$ cat src/isense_pkg.sv
package isense_pkg;
    // Clock rate in MHz, period 8 ns
    localparam int CLK_MHZ = 125;
    // Fault detect time in microseconds, inside the 30 to 80 us window
    localparam int WATCHDOG_LIMIT_US = 50;
    // Watchdog limit in cycles, the exact product of microseconds and MHz, taken as a longest time
    localparam int WATCHDOG_LIMIT_CYC = WATCHDOG_LIMIT_US * CLK_MHZ;
    // Self-calibration length in cycles after lockout release
    localparam int CAL_CYC = 64;
    // Counter width for reset timer and watchdog
    localparam int CNT_W = 16;
    // Reset values
    localparam logic [CNT_W-1:0] CNT_RESET = 16'h0000;
    localparam logic [1:0] SENSE_RESET = 2'h0;

    // Output modes, one-hot
    typedef enum logic [2:0] {
        MODE_SINGLE = 3'b001,
        MODE_PP2 = 3'b010,
        MODE_PP4 = 3'b100
    } out_mode_t;

    // Calibration sequencer states, one-hot
    typedef enum logic [1:0] {
        ST_CAL = 2'b01,
        ST_RUN = 2'b10
    } run_state_t;

    // Four reset inputs carried together
    typedef struct packed {
        logic d;
        logic c;
        logic b;
        logic a;
    } reset_inputs_t;
endpackage

$ cat src/integrator_reset_steer.sv
`timescale 1ns/1ps
// Contract
// RL1: Single mode always measures on port a
// RL2: Ping-pong alternates cycles between both ports
// RL3: Two-wire: a steers port a, b port b
// RL4: Four-wire: a&!b to b, c&!d to a
// RL5: Mode pin and input d select mode
// RL6: Single dual-variant reset: a xor (b|c)
// RL7: Two-wire reset: a xnor (b|c)
// RL8: Four-wire reset: (a&b) or (c&d)
// RL9: Single-only variant reset: a xor b
// RL10: Timer bypass: reset follows condition exactly
// RL11: Timer enabled when pin not tied high
// RL12: Condition rising edge starts retriggerable pulse
// RL13: Condition false ends reset at once
// RL14: Source holds condition whole reset duration
// RL15: Watchdog holds outputs minimum after timeout
// RL16: Fault detect time fixed within 30-80 us
// RL17: Fault clears when next reset begins
// RL18: Fault state driven onto fault pin
// RL19: Timing signals respect duration and watchdog
// RL20: Calibration after lockout ignores reset inputs
// RL21: Measurement starts right after reset completes
// RL22: Reset duration not below 150 ns; code enforces no floor, a RESET_DURATION_I of 0 or 1 gives an 8 ns pulse
// RL23: Measure enable per selected, enabled, unreset port
module integrator_reset_steer
    import isense_pkg::*;
(
    input wire logic CLOCK_I,
    input wire logic RST_I,
    input wire logic RESET_IN_A_I,
    input wire logic RESET_IN_B_I,
    input wire logic RESET_IN_C_I,
    input wire logic RESET_IN_D_I,
    input wire logic MODE_PIN_I,
    input wire logic DUAL_VARIANT_I,
    input wire logic TIMER_BYPASS_I,
    input wire logic [CNT_W-1:0] RESET_DURATION_I,
    output logic INTEGRATOR_RESET_O,
    output logic SENSE_PORT_A_O,
    output logic SENSE_PORT_B_O,
    output logic FAULT_O,
    output logic CAL_BUSY_O
);
    // Two-stage synchronisers for the four reset inputs and the three configuration pins
    reset_inputs_t rin_meta, rin;
    logic [2:0] cfg_meta, cfg;
    // Calibration sequencer
    run_state_t state;
    logic [CNT_W-1:0] cal_cnt;
    // Reset condition history and timer
    logic cond_q;
    logic [CNT_W-1:0] timer;
    logic timed_active;
    // Watchdog counter and fault flag
    logic [CNT_W-1:0] wd_cnt;
    logic fault;
    // Ping-pong port selection for the current cycle
    logic [1:0] sel;

    // Synchronise pins; first stage feeds only the second
    always_ff @(posedge CLOCK_I) begin
        rin_meta <= {RESET_IN_D_I, RESET_IN_C_I, RESET_IN_B_I, RESET_IN_A_I};
        rin <= rin_meta;
        cfg_meta <= {MODE_PIN_I, DUAL_VARIANT_I, TIMER_BYPASS_I};
        cfg <= cfg_meta;
    end

    wire mode_pin = cfg[2];
    wire dual = cfg[1];
    wire bypass = cfg[0];
    wire running = (state == ST_RUN);

    // Mode decode; single-only variant is always single mode
    out_mode_t mode;
    assign mode = !dual ? MODE_SINGLE :
        (mode_pin ? (rin.d ? MODE_PP2 : MODE_SINGLE) : MODE_PP4); // RL5

    // Reset condition per mode
    wire b_or_c = rin.b | rin.c;
    wire cond_single = dual ? (rin.a ^ b_or_c) : (rin.a ^ rin.b); // RL6 RL9
    wire cond_pp2 = ~(rin.a ^ b_or_c); // RL7
    wire cond_pp4 = (rin.a & rin.b) | (rin.c & rin.d); // RL8
    // Inputs are ignored until calibration ends
    wire cond = running && ((mode == MODE_SINGLE) ? cond_single :
        (mode == MODE_PP2) ? cond_pp2 : cond_pp4); // RL20
    wire cond_rise = cond & ~cond_q; // RL12

    // Effective integrator reset
    wire rst_now = bypass ? cond : (cond & (cond_rise | timed_active)); // RL10 RL11 RL13

    // Port steering in ping-pong modes
    wire [1:0] next_sel = (mode == MODE_PP2) ? {rin.b, rin.a} : // RL3
        (mode == MODE_PP4) ? {rin.a & ~rin.b, rin.c & ~rin.d} : // RL4
        sel;
    wire [1:0] active_sel = (mode == MODE_SINGLE) ? 2'h1 : sel; // RL1 RL2

    // Watchdog expiry and restart
    wire wd_expire = (wd_cnt >= CNT_W'(WATCHDOG_LIMIT_CYC - 1)); // RL16
    wire reset_begin = cond_rise; // RL17

    // Calibration sequencer
    always_ff @(posedge CLOCK_I) begin
        if (RST_I) begin
            state <= ST_CAL;
            cal_cnt <= CNT_RESET;
        end else begin
            case (state)
                ST_CAL: begin
                    // Count out the calibration window
                    cal_cnt <= cal_cnt + 1'b1;
                    if (cal_cnt == CNT_W'(CAL_CYC - 1)) begin
                        state <= ST_RUN; // RL20
                    end
                end
                ST_RUN: begin
                    // Stay in run until the next block reset
                    state <= ST_RUN;
                end
                default: begin
                    // Illegal code falls back to calibration, counting on from the held cal_cnt
                    state <= ST_CAL;
                end
            endcase
        end
    end

    // Retriggerable reset timer; condition drop ends it at once
    always_ff @(posedge CLOCK_I) begin
        if (RST_I) begin
            cond_q <= 1'b0;
            timer <= CNT_RESET;
            timed_active <= 1'b0;
        end else begin
            cond_q <= cond;
            if (!cond) begin
                // Condition gone: the pulse is cut short, accuracy suffers
                timer <= CNT_RESET; // RL13
                timed_active <= 1'b0;
            end else if (cond_rise) begin
                // Fresh rise reloads the duration, so the pulse retriggers
                timer <= RESET_DURATION_I; // RL12
                timed_active <= (RESET_DURATION_I > CNT_W'(1));
            end else if (timer > CNT_W'(1)) begin
                // Count down while the condition stays true
                timer <= timer - 1'b1;
                timed_active <= (timer > CNT_W'(2));
            end else begin
                // Spent: the integrator is released though inputs still ask
                timed_active <= 1'b0;
            end
        end
    end

    // Watchdog: counts between reset starts, fault is sticky till next one
    always_ff @(posedge CLOCK_I) begin
        if (RST_I) begin
            wd_cnt <= CNT_RESET;
            fault <= 1'b0;
        end else if (!running || reset_begin) begin
            // Calibration or a fresh reset start restarts the count
            wd_cnt <= CNT_RESET;
            fault <= 1'b0; // RL17
        end else begin
            // Saturate at the limit so the counter never wraps back to quiet
            if (!wd_expire) begin
                wd_cnt <= wd_cnt + 1'b1;
            end
            if (wd_expire) begin
                fault <= 1'b1; // RL15
            end
        end
    end

    // Hold selection across reset; update from inputs
    always_ff @(posedge CLOCK_I) begin
        if (RST_I) begin
            sel <= SENSE_RESET;
        end else if (next_sel != 2'h0) begin
            // All-zero patterns keep the last port for the coming measurement
            sel <= next_sel;
        end
    end

    // Registered outputs; measure only when enabled and not in reset
    wire measure_ok = running & ~fault & ~rst_now; // RL21 RL23
    always_ff @(posedge CLOCK_I) begin
        if (RST_I) begin
            INTEGRATOR_RESET_O <= 1'b0;
            SENSE_PORT_A_O <= 1'b0;
            SENSE_PORT_B_O <= 1'b0;
            FAULT_O <= 1'b0;
            CAL_BUSY_O <= 1'b1;
        end else begin
            // One register stage after the decode, so outputs never glitch
            INTEGRATOR_RESET_O <= rst_now;
            SENSE_PORT_A_O <= measure_ok & active_sel[0]; // RL23 RL15
            SENSE_PORT_B_O <= measure_ok & active_sel[1]; // RL23 RL15
            FAULT_O <= fault; // RL18
            CAL_BUSY_O <= ~running; // RL20
        end
    end
endmodule

$ cat config.mk
export PLATFORM = sky130hd
export DESIGN_NAME = integrator_reset_steer
export DESIGN_NICKNAME = d
export VERILOG_FILES = /design/src/isense_pkg.sv /design/src/integrator_reset_steer.sv
export SDC_FILE = /design/constraint.sdc
export NUM_CORES = 1
export LEC_CHECK = 0
export ABC_AREA = 1
export BUFFER_PORTS_ARGS = -buffer_cell sky130_fd_sc_hd__buf_2
export CAP_MARGIN = 20
export CORE_ASPECT_RATIO = 2
export CORE_MARGIN = 2
export CORE_UTILIZATION = 55
export CTS_BUF_LIST = sky130_fd_sc_hd__clkbuf_8
export CTS_CLUSTER_SIZE = 28
export DETAILED_ROUTE_END_ITERATION = 10
export PLACE_DENSITY = 0.72
export SLEW_MARGIN = 20
export SYNTH_ARGS = -nofsm -noshare
export SYNTH_HDL_FRONTEND = slang
export SYNTH_SLANG_ARGS = --single-unit
$ cat constraint.sdc
create_clock -name CLOCK_I -period 3.54 [get_ports CLOCK_I]
set_input_delay 0.354 -clock CLOCK_I [delete_from_list [all_inputs] [get_ports CLOCK_I]]
set_output_delay 0.354 -clock CLOCK_I [all_outputs]
set_load 0.01 [all_outputs]
==> results_dict.tcl <==
set metrics [dict create \
    cp.buffers_inverters 2 \
    clkTransAtPathRegs_ns 0.08 \
    core_um2 6310 \
    final_util 0.629 \
    syn_inst 477 \
    numCtsBuffers 9 \
    hold_viol 0 \
    busiest_layer "met2" \
    max_stage_delay_ns 0.44 \
    holdWs_ns 0.0989 \
    h-tree-depth 3 \
    critical_path_class "reg2reg" \
    p_leak_nw 1.60 \
    grt_pass1_vias 3067 \
    grtUsageTotal 0.227 \
    synth-edff-count 0 \
    slowest_stage "dfxtp_1" \
    postCtsResizedCells 0 \
    via_per_inst 5.14 \
    p_clk_frac 0.380 \
    syn_avg_cell_area_um2 7.48 \
    ys_types 41 \
    clock-sinks 74 \
    setup_ws_ns 1.49 \
    cpMostUsedCell "nand2_1" \
    hp-class "in2reg" \
    regArea_um2 1480 \
    row_count 41 \
    pre_cts_ws_ns 1.51 \
    crit_start "wd_cnt[0]" \
    wirelength_mm 7.35 \
    antenna_cells 0 \
    slew-limit-headroom 0.523 \
    nets 545 \
    met1_usage 0.195 \
    place.gp.congestion 0.826 \
    worst_pin_slew_ns 0.710 \
    syn2layout_area_growth_pct 11.1 \
    hold_buffers 0 \
    path_cells "inv_1 -> ha_1 -> a31oi_1 -> o21bai_1 -> nand2_1 -> nand2_1 -> inv_1 -> nand2_1 -> a21oi_1" \
    synth-main-ff-cell "dfxtp_1" \
    design.die.area_um2 7190 \
    dr.pass1.iters 4 \
    yosys_warnings 0 \
    grt_pass1_wl_mm 12.5 \
    ys_seq_area_frac 0.415 \
    die_w_um 61.0 \
    total_power_mw 1.72 \
    status "finished, final reports clean" \
    cp-end-kind "register" \
    ys_ff_latch 74 \
    die_h_um 118 \
    crit_family "buffers and inverters" \
    final_common_cell "nand2_1" \
    post-route-drc-count 0 \
    ir_drop_mv 0.317 \
    grt_overflow 0 \
    async_flop_share 0 \
    wl_per_cell_um 12.2 \
    cts_setup_buffers 0 \
    power_frac_seq 0.517 \
    fin_tns_setup_ns 0 \
    cts_tree "done" \
    cts_root_buf "clkbuf_8" \
    mappedNetlistArea_um2 3570 \
    multi_input_area_um2 1810 \
    grt_use_met3 0.0484 \
    vias 3085 \
    ioPinCount 30 \
    p_int_mw 1.27 \
    drt-initial-drc-count 115 \
    post-route-period-util 0.579 \
    rsz0062_at_grt "false" \
    hp-start "RESET_IN_B_I" \
    final_antenna_net_count 0 \
    skew_ns 0.00421 \
    slew_viol_final 0 \
    met2_usage 0.433 \
    path_max_fanout 15 \
    fillers 583 \
    dp_hpwl_mm 5.69 \
    layout_min_cycle_time_ns 2.05 \
    clk_latency_ns 0.35 \
    max_freq_mhz 488 \
    layout_common_cells "nand2_1, dfxtp_1, nor2_1" \
    switching_power_mw 0.459 \
    drv_cap 0 \
    portBuffers 29 \
    cts.path.max_buffers 2 \
    crit_arrival_ns 2.33 \
    grt_max_degree 18 \
    drive_above_1_share 0.177 \
    p_comb_frac 0.103 \
    setup_viol_count_final 0 \
    grt_antenna_before_repair 0 \
    required_ns 3.82 \
    start_util 0.566 \
    syn_nets 513 \
    switching_share 0.266 \
    cp-start-kind "register" \
    regToRegStartpoint "wd_cnt[0]" \
    p_per_area_nw_per_um2 435 \
]
-- cells in the mapped netlist (6+ instances only) --
library cell,instances,share of area
nor2_1,52,0.055
inv_2,7,0.0074
ha_1,11,0.039
nor3_1,13,0.018
a21oi_2,11,0.027
inv_1,51,0.054
dfxtp_1,74,0.42
a21oi_1,30,0.042
nand2_2,14,0.025
xor2_1,18,0.044
nor2_2,8,0.014
nand2_1,106,0.11
nand3_1,20,0.028
nand4_1,8,0.014
nor4_1,6,0.011
o21ai_0,11,0.015
-- cell families (layout without fill, tap and decap cells) --
family          count (synthesis)  after routing  share of synthesized area
compound gates                 67             67                      0.115
flops                          74             74                      0.415
buf+inv                        67            104                     0.0785
fa+ha+maj                      11             11                     0.0386
xor+xnor                       21             21                     0.0515
simple gates                  237            237                      0.301
-- registers in the layout, indices dropped and copies added, names as in the netlist --
register and flops:
SENSE_PORT_B_O 1, CAL_BUSY_O 1, rin 4, state 2, rin_meta 4, sel 2, cfg 3, SENSE_PORT_A_O 1
cfg_meta 3, wd_cnt 16, fault 1, timed_active 1, timer 16, cal_cnt 16, FAULT_O 1, INTEGRATOR_RESET_O 1
cond_q 1
-- cell type report --
type / instances / share of cell area
multi-input cells: 336 / 0.456
flip-flops and latches: 74 / 0.374
inverters: 59 / 0.0562
repair buffers: 29 / 0.0366
clock buffers: 9 / 0.0312
well taps: 86 / 0.0271
clock inverters: 7 / 0.0196
-- stage by stage --
step	instance area [um^2]	cells
after global routing	3970	600
after floorplan	3570	477
after global placement	3760	584
after detailed placement	3760	584
final	3970	600
after CTS	3970	600
-- per-layer routing --
layer	part of all wire	wire length [um]
met1	0.36	2630
met2	0.58	4240
met3	0.028	204
met4	0.038	282
met5	0	0
-- worst register-to-register path, stage by stage (launching register included) --
cell and delay [ns]:
dfxtp_1 0.44, inv_1 0.09, ha_1 0.19, a31oi_1 0.16, o21bai_1 0.08, nand2_1 0.06, nand2_1 0.28, inv_1 0.44
nand2_1 0.10, a21oi_1 0.14
-- power by group through the flow --
stage / logic, mW / registers (mW) / clock network (mW)
global placement: 0.170 / 0.910 / 0
CTS: 0.179 / 0.892 / 0.677
finish: 0.177 / 0.892 / 0.655
detailed placement: 0.177 / 0.912 / 0
global route: 0.203 / 0.898 / 0.713
floorplan: 0.125 / 0.907 / 0
-- final timing paths --
kind	end	slack (ns)	cells after the start
hold / removal	rin_meta[1]	0.1	1
setup / recovery	wd_cnt[6]	1.49	9
hold reg to reg	cfg[1]	0.33	0
setup reg to reg	wd_cnt[6]	1.49	9
(Power assumes the default switching activity.)
